**src/inc/query_readback_cfg.svh**
```systemverilog
// Constants for the query-register readback engine.
`ifndef QUERY_READBACK_CFG_SVH
`define QUERY_READBACK_CFG_SVH
`define ADDR_RF_PARAM 8'h20
`define ADDR_TEMP 8'h21
`define ADDR_STATUS 8'h22
`define ADDR_INFO 8'h23
`define ADDR_SWEEP_TABLE 8'h24
`define ADDR_LEVEL_DAC 8'h25
`define ADDR_SERIAL_DRAIN 8'h26
`define RESP_BYTES 3'h5
`define RESP_LAST 3'h4
`define CODE_RF1_FREQ 4'h0
`define CODE_SWEEP_START 4'h1
`define CODE_SWEEP_STOP 4'h2
`define CODE_SWEEP_STEP 4'h3
`define CODE_DWELL 4'h4
`define CODE_CYCLES 4'h5
`define CODE_BUF_PTS 4'h6
`define CODE_RF1_LEVEL 4'h7
`define CODE_RF2_FREQ 4'h8
`define CODE_PHASE 4'hA
`define FW_PHASE_MIN 8'h25
`define ZERO_BYTE 8'h00
`endif

```
**src/inc/query_readback_pkg.sv**
```systemverilog
// Types shared by the query-register readback engine.
package query_readback_pkg;
	typedef enum logic [1:0] {
		idle_s,
		loaded_s,
		draining_s
	} resp_state_t;
	typedef logic [39:0] resp_word_t;
endpackage : query_readback_pkg

```
**src/design/resp_shifter.sv**
```systemverilog
// Five-byte response shifter, most significant byte first.
`timescale 1ns/1ps
`include "query_readback_cfg.svh"
module resp_shifter
	import query_readback_pkg::*;
(
	input wire logic core_clk,
	input wire logic resetn,
	input wire logic clk_en,
	input wire logic load,
	input wire resp_word_t load_word,
	input wire logic pop,
	output logic [7:0] byte_out,
	output logic [2:0] bytes_left
);
	resp_word_t word_reg;
	logic [2:0] left_reg;
	wire logic do_pop = pop && (left_reg != 3'h0);
	always_ff @(posedge core_clk or negedge resetn) begin
		if (!resetn) begin
			word_reg <= 40'h0000000000;
			left_reg <= 3'h0;
		end else if (clk_en) begin
			// A new load replaces any unread bytes of the previous answer.
			if (load) begin
				word_reg <= load_word;
				left_reg <= `RESP_BYTES;
			end else if (do_pop) begin
				word_reg <= {word_reg[31:0], `ZERO_BYTE};
				left_reg <= left_reg - 3'h1;
			end
		end
	end
	assign byte_out = word_reg[39:32];
	assign bytes_left = left_reg;
endmodule : resp_shifter

```
**src/design/query_register_readback.sv**
```systemverilog
// Query-register readback engine: decodes query writes and serves 5-byte answers.
`timescale 1ns/1ps
`include "query_readback_cfg.svh"
module query_register_readback
	import query_readback_pkg::*;
(
	input wire logic core_clk,
	input wire logic resetn,
	input wire logic clk_en,
	input wire logic wr_stb,
	input wire logic [7:0] wr_addr,
	input wire logic [7:0] wr_data,
	input wire logic [7:0] wr_data_hi,
	input wire logic spi_path,
	input wire logic rd_stb,
	output logic [7:0] rd_data,
	output logic rd_valid,
	output logic busy,
	output logic bad_instr,
	input wire logic [7:0] fw_version,
	input wire logic [39:0] rf1_freq,
	input wire logic [39:0] sweep_start,
	input wire logic [39:0] sweep_stop,
	input wire logic [39:0] sweep_step,
	input wire logic [31:0] dwell_time,
	input wire logic [31:0] cycle_count,
	input wire logic [31:0] buffer_points,
	input wire logic [15:0] rf1_level,
	input wire logic [15:0] rf2_freq,
	input wire logic [31:0] phase_float,
	input wire logic [31:0] temp_float,
	input wire logic [39:0] device_info,
	input wire logic [11:0] sweep_addr,
	input wire logic [39:0] sweep_entry,
	input wire logic [13:0] level_dac,
	input wire logic [3:0] list_config,
	input wire logic [3:0] sweep_config,
	input wire logic [14:0] operate_flags,
	input wire logic [6:0] pll_lock,
	input wire logic [8:0] status_low,
	output logic [11:0] sweep_addr_req
);
	resp_state_t state_reg, state_next;
	resp_word_t serial_buf_reg;
	logic serial_full_reg;
	logic bad_reg;
	logic [11:0] sweep_addr_reg;
	logic [7:0] byte_out;
	logic [2:0] bytes_left;

	// Left-justify a value of n valid bytes so the tail is zero.
	function automatic resp_word_t pad_msb(input logic [39:0] v, input logic [2:0] n);
		resp_word_t r;
		r = 40'h0000000000;
		unique case (n)
			3'h1: r = {v[7:0], 32'h00000000};
			3'h2: r = {v[15:0], 24'h000000};
			3'h3: r = {v[23:0], 16'h0000};
			3'h4: r = {v[31:0], `ZERO_BYTE};
			default: r = v;
		endcase
		return r;
	endfunction : pad_msb

	wire logic is_query = wr_stb && (wr_addr >= `ADDR_RF_PARAM) && (wr_addr <= `ADDR_SERIAL_DRAIN);
	wire logic [3:0] rf_code = wr_data[3:0];
	wire logic rf_upper_bad = (wr_addr == `ADDR_RF_PARAM) && (wr_data[7:4] != 4'h0);
	wire logic phase_ok = fw_version > `FW_PHASE_MIN;
	wire logic [11:0] sweep_req = {wr_data_hi[3:0], wr_data};
	// Status snapshot; the lower two bytes carry the frequently polled flags.
	wire resp_word_t status_word = {list_config, sweep_config, 1'b0, operate_flags, pll_lock, status_low};

	resp_word_t rf_word;
	logic rf_bad;
	always_comb begin
		rf_bad = 1'b0;
		unique case (rf_code)
			`CODE_RF1_FREQ: rf_word = pad_msb(rf1_freq, 3'h5);
			`CODE_SWEEP_START: rf_word = pad_msb(sweep_start, 3'h5);
			`CODE_SWEEP_STOP: rf_word = pad_msb(sweep_stop, 3'h5);
			`CODE_SWEEP_STEP: rf_word = pad_msb(sweep_step, 3'h5);
			`CODE_DWELL: rf_word = pad_msb({8'h00, dwell_time}, 3'h4);
			`CODE_CYCLES: rf_word = pad_msb({8'h00, cycle_count}, 3'h4);
			`CODE_BUF_PTS: rf_word = pad_msb({8'h00, buffer_points}, 3'h4);
			`CODE_RF1_LEVEL: rf_word = pad_msb({24'h000000, rf1_level}, 3'h2);
			`CODE_RF2_FREQ: rf_word = pad_msb({24'h000000, rf2_freq}, 3'h2);
			`CODE_PHASE: begin
				rf_word = phase_ok ? pad_msb({8'h00, phase_float}, 3'h4) : 40'h0000000000;
				rf_bad = !phase_ok;
			end
			default: begin
				rf_word = 40'h0000000000;
				rf_bad = 1'b1;
			end
		endcase
	end

	// Selected answer for the query being written.
	resp_word_t load_word;
	logic load_en;
	always_comb begin
		load_en = is_query;
		unique case (wr_addr)
			`ADDR_RF_PARAM: load_word = rf_word;
			`ADDR_TEMP: load_word = {temp_float, `ZERO_BYTE};
			`ADDR_STATUS: begin
				load_word = status_word;
				load_en = is_query && !spi_path;
			end
			`ADDR_INFO: load_word = device_info;
			`ADDR_SWEEP_TABLE: load_word = sweep_entry;
			`ADDR_LEVEL_DAC: load_word = pad_msb({26'h0000000, level_dac}, 3'h2);
			`ADDR_SERIAL_DRAIN: load_word = serial_buf_reg;
			default: load_word = 40'h0000000000;
		endcase
	end

	wire logic pop = rd_stb && (bytes_left != 3'h0);
	wire logic drain_hit = is_query && (wr_addr == `ADDR_SERIAL_DRAIN);
	wire logic status_spi = is_query && (wr_addr == `ADDR_STATUS) && spi_path;

	resp_shifter u_shift (
		.core_clk(core_clk),
		.resetn(resetn),
		.clk_en(clk_en),
		.load(load_en),
		.load_word(load_word),
		.pop(pop),
		.byte_out(byte_out),
		.bytes_left(bytes_left)
	);

	always_comb begin
		state_next = state_reg;
		unique case (state_reg)
			idle_s: if (load_en) state_next = loaded_s;
			loaded_s: if (pop) state_next = draining_s;
			draining_s: begin
				if (load_en) state_next = loaded_s;
				else if (pop && bytes_left == 3'h1) state_next = idle_s;
			end
		endcase
	end

	always_ff @(posedge core_clk or negedge resetn) begin
		if (!resetn) begin
			state_reg <= idle_s;
			serial_buf_reg <= 40'h0000000000;
			serial_full_reg <= 1'b0;
			bad_reg <= 1'b0;
			sweep_addr_reg <= 12'h000;
			rd_data <= 8'h00;
			rd_valid <= 1'b0;
		end else if (clk_en) begin
			state_reg <= state_next;
			if (status_spi) begin
				serial_buf_reg <= status_word;
				serial_full_reg <= 1'b1;
			end else if (drain_hit) begin
				serial_buf_reg <= 40'h0000000000;
				serial_full_reg <= 1'b0;
			end
			if (is_query) begin
				bad_reg <= (wr_addr == `ADDR_RF_PARAM) && (rf_upper_bad || rf_bad);
			end
			if (is_query && wr_addr == `ADDR_SWEEP_TABLE) begin
				sweep_addr_reg <= sweep_req;
			end
			rd_valid <= pop;
			if (pop) begin
				rd_data <= byte_out;
			end
		end
	end

	assign busy = (bytes_left != 3'h0) || serial_full_reg;
	assign bad_instr = bad_reg;
	// Table address is taken straight from the write so the entry arrives with it.
	assign sweep_addr_req = is_query && wr_addr == `ADDR_SWEEP_TABLE ? sweep_req : sweep_addr_reg;
endmodule : query_register_readback

```
**config.mk**
```make
export PLATFORM = sky130hd
export DESIGN_NAME = query_register_readback
export DESIGN_NICKNAME = d
export VERILOG_FILES = /design/src/inc/query_readback_pkg.sv /design/src/design/resp_shifter.sv /design/src/design/query_register_readback.sv
export VERILOG_INCLUDE_DIRS = /design/src /design/src/inc
export SDC_FILE = /design/constraint.sdc
export NUM_CORES = 1
export LEC_CHECK = 0
export BUFFER_PORTS_ARGS = -buffer_cell sky130_fd_sc_hd__buf_2
export CAP_MARGIN = 20
export CORE_AREA = 8 8 210 212
export CTS_CLUSTER_SIZE = 40
export DETAILED_ROUTE_END_ITERATION = 12
export DIE_AREA = 0 0 218 220
export SLEW_MARGIN = 20
export SYNTH_ARGS = -nofsm -noshare
export SYNTH_HDL_FRONTEND = slang
export SYNTH_SLANG_ARGS = --single-unit
export TNS_END_PERCENT = 20
```
**constraint.sdc**
```tcl
create_clock -name core_clk -period 5.48 [get_ports core_clk]
set_input_delay 0.548 -clock core_clk [delete_from_list [all_inputs] [get_ports core_clk]]
set_output_delay 0.548 -clock core_clk [all_outputs]
set_load 0.01 [all_outputs]
```
== Word-level counts from Yosys, hierarchy flattened ==
Index checks and enable logic that the tools add are counted.

* Register bits after elaboration: 106
* Bits of input ports: 535
* Output and inout port bits: 23
* Logic and storage cells: 67

* Add/sub/neg operators: 1
* $lt $le $gt $ge: 3
* Eq/ne operators: 16
* Muxes and demuxes: 14
* Reduce and logical (&&, ||, !) cells: 25

{| class="wikitable"
|+ Operators with widths
! kind !! number
|-
| $pmux 40 s10 || 1
|-
| $pmux 40 s7 || 1
|-
| $mux 40 || 5
|-
| $eq 8x6->1 const B || 7
|-
| $eq 4x3->1 const B || 4
|-
| $mux 12 || 1
|-
| $logic_and 1x1->1 || 11
|-
| $reduce_or 9->1 || 1
|-
| $eq 4x2->1 const B || 2
|-
| $eq 4x4->1 const B || 2
|-
| $ge 8x6->1 const B || 1
|-
| $gt 8x6->1 const B || 1
|-
| $le 8x6->1 const B || 1
|-
| $reduce_and 2->1 || 4
|-
| $mux 3 || 2
|-
| $eq 4x1->1 const B || 1
|-
| $logic_not 4->1 || 1
|-
| $reduce_bool 2->1 || 2
|-
| $reduce_bool 4->1 || 1
|-
| $mux 1 || 3
|-
| $reduce_bool 3->1 || 1
|-
| $sub 3x1->3 const B || 1
|-
| $logic_not 1->1 || 2
|-
| $logic_or 1x1->1 || 2
|-
| $pmux 1 s2 || 1
|}

== Depth between registers and ports, before layout ==
Gate-level depths: netlist of the first run.

* Depth after elaboration: 7
* Mapped depth: 10

== Cells and area by module ==
Synthesis of the first run repeated with hierarchy kept, for this count alone.

* Cells, all modules: 934
* Area total of the unflattened synthesis: 9213.8 µm²

{| class="wikitable"
|+ Modules (own cells, without submodules)
! module !! times used !! cells each !! area each (µm²)
|-
| query_register_readback || 1 || 787 || 6944.2
|-
| resp_shifter || 1 || 147 || 2269.7
|}

== Worst setup path after synthesis of the first run ==
Ideal clock, no wire load.

* Path kind: input-to-output
* Start point: input wr_addr[7]
* End point: output sweep_addr_req[10]
* Arrival time: 2112 ps
* Required time: 4932 ps
* Setup slack: 2820 ps
* Stages: 6
* Path through: nor4_4 and2_1 nand2_1 nor4_4 buf_4 mux2_2

* Word-level cells in the longest chain between the ends: 5
* Elaborated cells between the ends (all ways): 7

{| class="wikitable"
|+ Ends and longest elaborated chain
! what !! RTL line !! source
|-
| start, declared || query_register_readback.sv:11 || <nowiki>input wire logic [7:0] wr_addr,</nowiki>
|-
| $ge 8x6->1 (no source line) || n/a ||
|-
| $logic_and 1x1->1 (2 in series) || query_register_readback.sv:65 || <nowiki>wire logic is_query = wr_stb && (wr_addr >= `ADDR_RF_PARAM) && (wr_addr <= `ADDR_SERIAL_DRAIN);</nowiki>
|-
| $logic_and 1x1->1 (no source line) (*) || n/a ||
|-
| $mux 12 (*) || n/a ||
|-
| end, declared || query_register_readback.sv:41 || <nowiki>output logic [11:0] sweep_addr_req</nowiki>
|}

Mark *: on every way between the ends. The rest lies on a longest branch, timed or not.

== Worst setup path in the final report of the first run ==
* Start point: input wr_addr[7]
* End point: output sweep_addr_req[0]

Same word-level chain as after synthesis.

==> metrics.txt, run 1 <==
Critical R2R Launch=u_shift.bytes_left[0]$_DFFE_PN0P_; cell count after synthesis=slightly above 1000; EDFF count, synth=0; dpl ws=roughly 1.9 ns; power per cell area=about 190 nW/um^2; IO buf count=540; Ys Warns=0; Congestion Overflow GR=0; setup ws final=1.91 ns; synth-to-layout area growth=38.6%; Max Slew Vio Count=0; top cell type's share of synthesized area=between 20% and 30%; Net Count, Synth=around 1600; NumNets Final=2028; Slew @ Worst Pin=between 1 and 1.5 ns; status=finished, final reports clean; Total Power=between 2 and 2.5 mW; core area=a little over 40000 um^2; RSZ-0062 raised after global routing=no; Hold WS=around 0.27 ns; Max Cap Viol=0; drt via density=around 5.4; synth cell count leaders=dfrtp_1 (105), mux2i_1 (97), o21ai_0 (88); Post-CTS Setup Bufs=0; Leak=between 5 and 6 nW; top_reg_cell synth=dfrtp_1; Critical path origin=wr_addr[7]; total track usage=about 22%; WL per Instance=roughly 27 um; layout cell share with drive strength beyond 1=43.1%; ranking of synthesized cells by area=dfrtp_1 (30%), mux2i_1 (11%), mux2_2 (5.3%), a22oi_1 (5.2%), o21ai_0 (4.9%); CTS max path bufs=2; CP max stage delay=just under 0.9 ns; placer congestion estimate=roughly 0.93; Clock Latency Late Sink=0.37 ns; clk_skew=around 0.011 ns; FILL cells=roughly 4400; # H-tree levels=3; CP Launch Type=input port; final cycle utilization of the critical path=about two thirds; Initial Util=between 20% and 30%; dpl hpwl=45600 um; crit path kind=input port to primary output; critical path arrival=a little over 3 ns; Initial DRC Count=roughly 940; CTS sink cnt=~110; most common cell in the netlist=dfrtp_1; Mean Syn Cell Area=between 8 and 9 um^2; CP cell instances=buf_2, nor4_4, and2_1, nand2_1, nor4_4, mux2_2, buf_2; Critical-path top delay cell=nor4_4; first-pass GRT wire length=approximately 77000 um; largest net degree at the start of global routing=59; cts hold-fix bufs=0; total number of vias=about 11000; Chip Height=between 200 and 250 um; Reg clk slew, reported paths=around 0.080 ns; io pins=between 500 and 600; Yosys cell types=69; TritonCTS clock tree=yes; post-synth design cell area=a little under 9000 um^2; Clock Tree Root=clkbuf_16; Worst Hold Class=input port to async pin; Pre-antenna DRT Iters=5; # rows=74; sequential area share after synthesis=between 20% and 30%; fin crit period=between 3 and 4 ns; synthesized flop and latch total=about 110; Post-Route WL=between 50000 and 60000 um; CTS resizes=0; max FFs per register=40; setup_tns=0 ns; Final Hold Vio Count=0; CP required=around 5 ns; die area=between 40000 and 50000 um^2; vias in the first global route=11311; die width=218 um; setup violators final=0; antenna violations before repair=9; Yosys top cell by area=dfrtp_1; Highest Clock Rate=approximately 280 MHz; maximum vdd ir drop=between 0.15 and 0.2 mV; Post-synth ARST share=100%; Final ANT Viol Nets=0; relative slew slack=between 20 and 30%; Crit. End Element=primary output; CTS Buf Count=9; DR DRC count=0; Crit Path Max Fanout=13
-- worst paths after layout --
path                                                         end  slack [ns]  depth (start not counted)
worst max-delay path                           sweep_addr_req[0]        1.91                          7
worst min-delay path              serial_buf_reg[19]$_DFFE_PN0P_        0.27                          1
worst max register to register  u_shift.word_reg[33]$_DFFE_PN0P_        2.96                          8
worst min register to register       serial_full_reg$_DFFE_PN0P_        0.47                          1
max in group asynchronous          sweep_addr_reg[9]$_DFFE_PN0P_        3.96                          2
min in group core_clk              serial_buf_reg[8]$_DFFE_PN0P_        0.40                          2
-- metal layers --
| layer | up-vias | part of all wire [%] | wire, um | GRT usage, % |
|---|---|---|---|---|
| li1 | 4940 | - | - | - |
| met1 | 5362 | 42 | 23200 | 28.0 |
| met2 | 534 | 49 | 27300 | 36.6 |
| met3 | 61 | 6.4 | 3560 | 4.43 |
| met4 | 4 | 2.4 | 1350 | 5.91 |
| met5 | - | 0.041 | 23 | 0 |
-- metrics by stage --
stage               utilization (%)  instance area, um^2  cells
global placement               29.7                12000   2012
floorplan                         -                 8910   1015
global route                   30.4                12300   2031
detailed placement             29.7                12000   2012
CTS                            30.4                12300   2028
finish                         30.4                12300   2033
-- power by group --
part	total (mW)	leakage [nW]	internal, mW	switching (mW)
clock	0.683	0.146	0.340	0.343
sequential	0.896	1.43	0.852	0.0448
combinational	0.775	4.41	0.335	0.440
-- final cells by class --
cell class / count / area [um^2] / share of cell area (%)
clock inverter: 4 / 38.8 / 0.314
multi-input combinational: 801 / 5810 / 47.0
antenna: 5 / 12.5 / 0.101
sequential: 105 / 2630 / 21.3
timing repair buffer: 567 / 2910 / 23.6
tap: 532 / 666 / 5.39
inverter: 7 / 26.3 / 0.213
clock buffer: 12 / 256 / 2.08
-- logic make-up (layout without fill, tap and decap cells) --
logic type	after synthesis	count (layout)	share of synthesized area [%]
compound gates	428	428	34.1
fa+ha+maj	2	2	0.281
buf+inv	109	590	5.79
flops	105	105	29.5
mux	150	150	17.7
other cells	0	5	0
simple gates	221	221	12.6
-- critical path: cells and delay by family --
family | cells | cell delay [ns]
buffers and inverters | 2 | 0.27
multiplexers | 1 | 0.45
AND/OR/NAND/NOR | 4 | 1.74
-- cell usage in the layout, fill, tap and decap left out, types with 13 or more instances in the layout --
cell | Yosys | layout
a21oi_1 | 48 | 48
buf_2 | 39 | 537
nand2_1 | 78 | 78
dfrtp_1 | 105 | 105
mux2_2 | 42 | 42
o221ai_1 | 13 | 13
a22o_1 | 48 | 48
o21ai_0 | 88 | 88
buf_4 | 3 | 30
nor2b_1 | 14 | 14
a221oi_1 | 21 | 21
nor2_1 | 46 | 45
a22oi_1 | 62 | 62
a32oi_1 | 15 | 15
a211oi_1 | 29 | 29
o22ai_1 | 26 | 26
mux2i_1 | 97 | 97
nand3_1 | 16 | 16
Note: power is estimated with default switching activity, not from simulation.
==> run 2, diff against run 1 <==
--- a/config.mk
+++ b/config.mk
@@ -8,10 +8,10 @@
 export LEC_CHECK = 0
 export BUFFER_PORTS_ARGS = -buffer_cell sky130_fd_sc_hd__buf_2
 export CAP_MARGIN = 20
-export CORE_AREA = 8 8 210 212
+export CORE_AREA = 8 8 212 214
 export CTS_CLUSTER_SIZE = 40
 export DETAILED_ROUTE_END_ITERATION = 12
-export DIE_AREA = 0 0 218 220
+export DIE_AREA = 0 0 220 222
 export SLEW_MARGIN = 20
 export SYNTH_ARGS = -nofsm -noshare
 export SYNTH_HDL_FRONTEND = slang
==> constraint.sdc (replaced) <==
create_clock -name core_clk -period 3.7 [get_ports core_clk]
set_input_delay 0.37 -clock core_clk [delete_from_list [all_inputs] [get_ports core_clk]]
set_output_delay 0.37 -clock core_clk [all_outputs]
set_load 0.01 [all_outputs]
==> run 2 against run 1 <==
  * Wire length grew 0.59%
  * Count of clock-buffer cells in the layout shrank 1
  * Sequential power grew 50%
  * Critical path depth grew 2
  * Via count grew 1.9%
  * First-iteration DRC count shrank 12%
  * Worst setup slack lost 0.96 ns
  * Die area grew 1.8%
  * Hold slack lost 0.13 ns
  * Sequential share of layout area shrank 0.35 points
  * Clock skew is essentially flat
  * Largest power group unchanged
  * Highest routed layer unchanged
==> metrics.txt, run 2 (synthesis results as in run 1) <==
synth-to-layout area growth=41.0%; io pins=558 (unchanged); most common cell after layout, fill and taps aside=buf_2; DR DRC count=0 (unchanged); Final Hold Vio Count=0 (unchanged); Clock Latency Late Sink=0.37 ns (about the same); max FFs per register=40 (unchanged); TritonCTS clock tree=yes; Slew @ Worst Pin=1.14 ns (+0.0880 ns); fin util=30.3% (-0.17 points); CP top delay family=simple AND/OR/NAND/NOR gates; placer congestion estimate=0.932 (+0.32%); Critical-path top delay cell=mux2_2; CP Launch Type=input port; maximum vdd ir drop=0.216 mV (+40%); total track usage=21.8% (+0.034 points); layout cell share with drive strength beyond 1=44.0% (+0.88 points); Buf+Inv Stages, Crit Path=4 (+2); Post-CTS Setup Bufs=0 (unchanged); Post-Route WL=55800 um (+0.59%); final cycle utilization of the critical path=74.3%; core area=41500 um^2 (+2.3%); fin crit period=approximately 2.7 ns; WL per Instance=27.1 um (-0.78%); most frequent cells in the layout=buf_2 (537), dfrtp_1 (105), mux2i_1 (97); CTS resizes=0 (unchanged); Congestion Overflow GR=0 (unchanged); setup_tns=0 ns (unchanged); total number of vias=11104 (+1.9%); Worst Hold Class=input port to async pin; R2R setup slack=1.13 ns (-1.83 ns); relative slew slack=23.7% (-6.0 points); CTS Buf Count=9 (unchanged); drt via density=5.39 (+0.48%); Max Slew Vio Count=0 (unchanged); setup violators final=0 (unchanged); Chip Height=222 um (+0.91%); dpl hpwl=46200 um (+1.5%); status=finished, final reports clean; cts hold-fix bufs=0 (unchanged); FF-to-FF path depth=8 (unchanged); Crit. End Element=primary output; die width=220 um (+0.92%); Clock Tree Root=clkbuf_16; Max Cap Viol=0 (unchanged); crit path kind=input port to primary output; largest net degree at the start of global routing=69 (+17%); CP cell instances=buf_2, nor4_4, buf_4, and2_1, nand2_1, nor4_4, buf_4, mux2_2, buf_2; Reg clk slew, reported paths=0.08 ns (about the same); critical path arrival=2.38 ns (-0.64 ns); CP required=3.33 ns (-1.60 ns); Pre-antenna DRT Iters=7 (+2); die area=48800 um^2 (+1.8%); CTS sink cnt=105 (unchanged); power per cell area=281 nW/um^2 (+47%); first-pass GRT wire length=80000 um (+3.4%); # H-tree levels=3 (unchanged); Highest Clock Rate=roughly 360 MHz; RSZ-0062 raised after global routing=no; NumNets Final=2048 (+0.99%); Initial DRC Count=834 (-12%); Leak=6.10 nW (+1.9%); RR Endpoint=u_shift.word_reg[30]$_DFFE_PN0P_; CTS max path bufs=2 (unchanged); CP max stage delay=0.41 ns (-0.47 ns); vias in the first global route=11822 (+4.5%); Initial Util=21.5% (-0.49 points); antenna violations before repair=9 (unchanged); clk_skew=0.0113 ns (+0.000464 ns); Critical R2R Launch=u_shift.bytes_left[0]$_DFFE_PN0P_; Final ANT Viol Nets=0 (unchanged); IO buf count=540 (unchanged); # rows=75 (+1.4%); Crit Path Max Fanout=13 (unchanged)
[run 2: changes by cell type in the layout (fill, tap and decap cells not counted), sizes merged]
cell	delta
buf	+20
diode	+1
clkinv	+1
clkbuf	-1
[run 2: layout make-up]
cell class / count / area, um^2
diodes: 6 / 15.0
clock buffers: 11 / 253
clock inverters: 5 / 51.3
fillers: 4493 / 28900
inverters: 7 / 26.3
multi-input cells: 801 / 5810
flip-flops and latches: 105 / 2630
well taps: 539 / 674
repair buffers: 587 / 3100
[run 2: worst max path at each step]
| stage | cells past startpoint | end | slack, ns | start |
|---|---|---|---|---|
| 2_1_floorplan | 6 | sweep_addr_req[10] | 1.40 | wr_addr[7] |
| 3_3_place_gp | 7 | u_shift.word_reg[17]$_DFFE_PN0P_ | 0.56 | wr_data[0] |
| 3_5_place_dp | 8 | u_shift.word_reg[27]$_DFFE_PN0P_ | 0.51 | wr_data[1] |
| 4_1_cts | 9 | u_shift.word_reg[27]$_DFFE_PN0P_ | 0.91 | wr_data[0] |
| 5_1_grt | 7 | u_shift.word_reg[17]$_DFFE_PN0P_ | 0.78 | wr_data[0] |
| 6_report | 9 | sweep_addr_req[11] | 0.95 | wr_addr[7] |
[run 2: per-stage QoR]
| stage | power (mW) | hold WS, ns | instance area, um^2 | worst slack, ns | instances |
|---|---|---|---|---|---|
| 2_1_floorplan | 1.87 | 0.0744 | 8910 | 1.40 | 1015 |
| 3_3_place_gp | 2.51 | 0.451 | 12200 | 0.558 | 2039 |
| 3_5_place_dp | 2.53 | 0.458 | 12200 | 0.515 | 2039 |
| 4_1_cts | 3.58 | 0.179 | 12500 | 0.914 | 2055 |
| 5_1_grt | 3.71 | 0.219 | 12500 | 0.782 | 2058 |
| 6_report | 3.53 | 0.144 | 12600 | 0.951 | 2061 |
[run 2: report_power, final]
group	internal, mW	switching (mW)	leakage, nW	total, mW
Combinational	0.512	0.654	4.52	1.17
Sequential	1.26	0.0748	1.43	1.34
Clock	0.507	0.521	0.149	1.03
[run 2: routing by layer]
metal	global-route usage, %	vias to the layer above	wire [um]
li1	-	4980	-
met1	28.1	5496	23000
met2	36.8	565	27300
met3	4.38	55	4200
met4	4.77	8	1150
met5	0	-	55
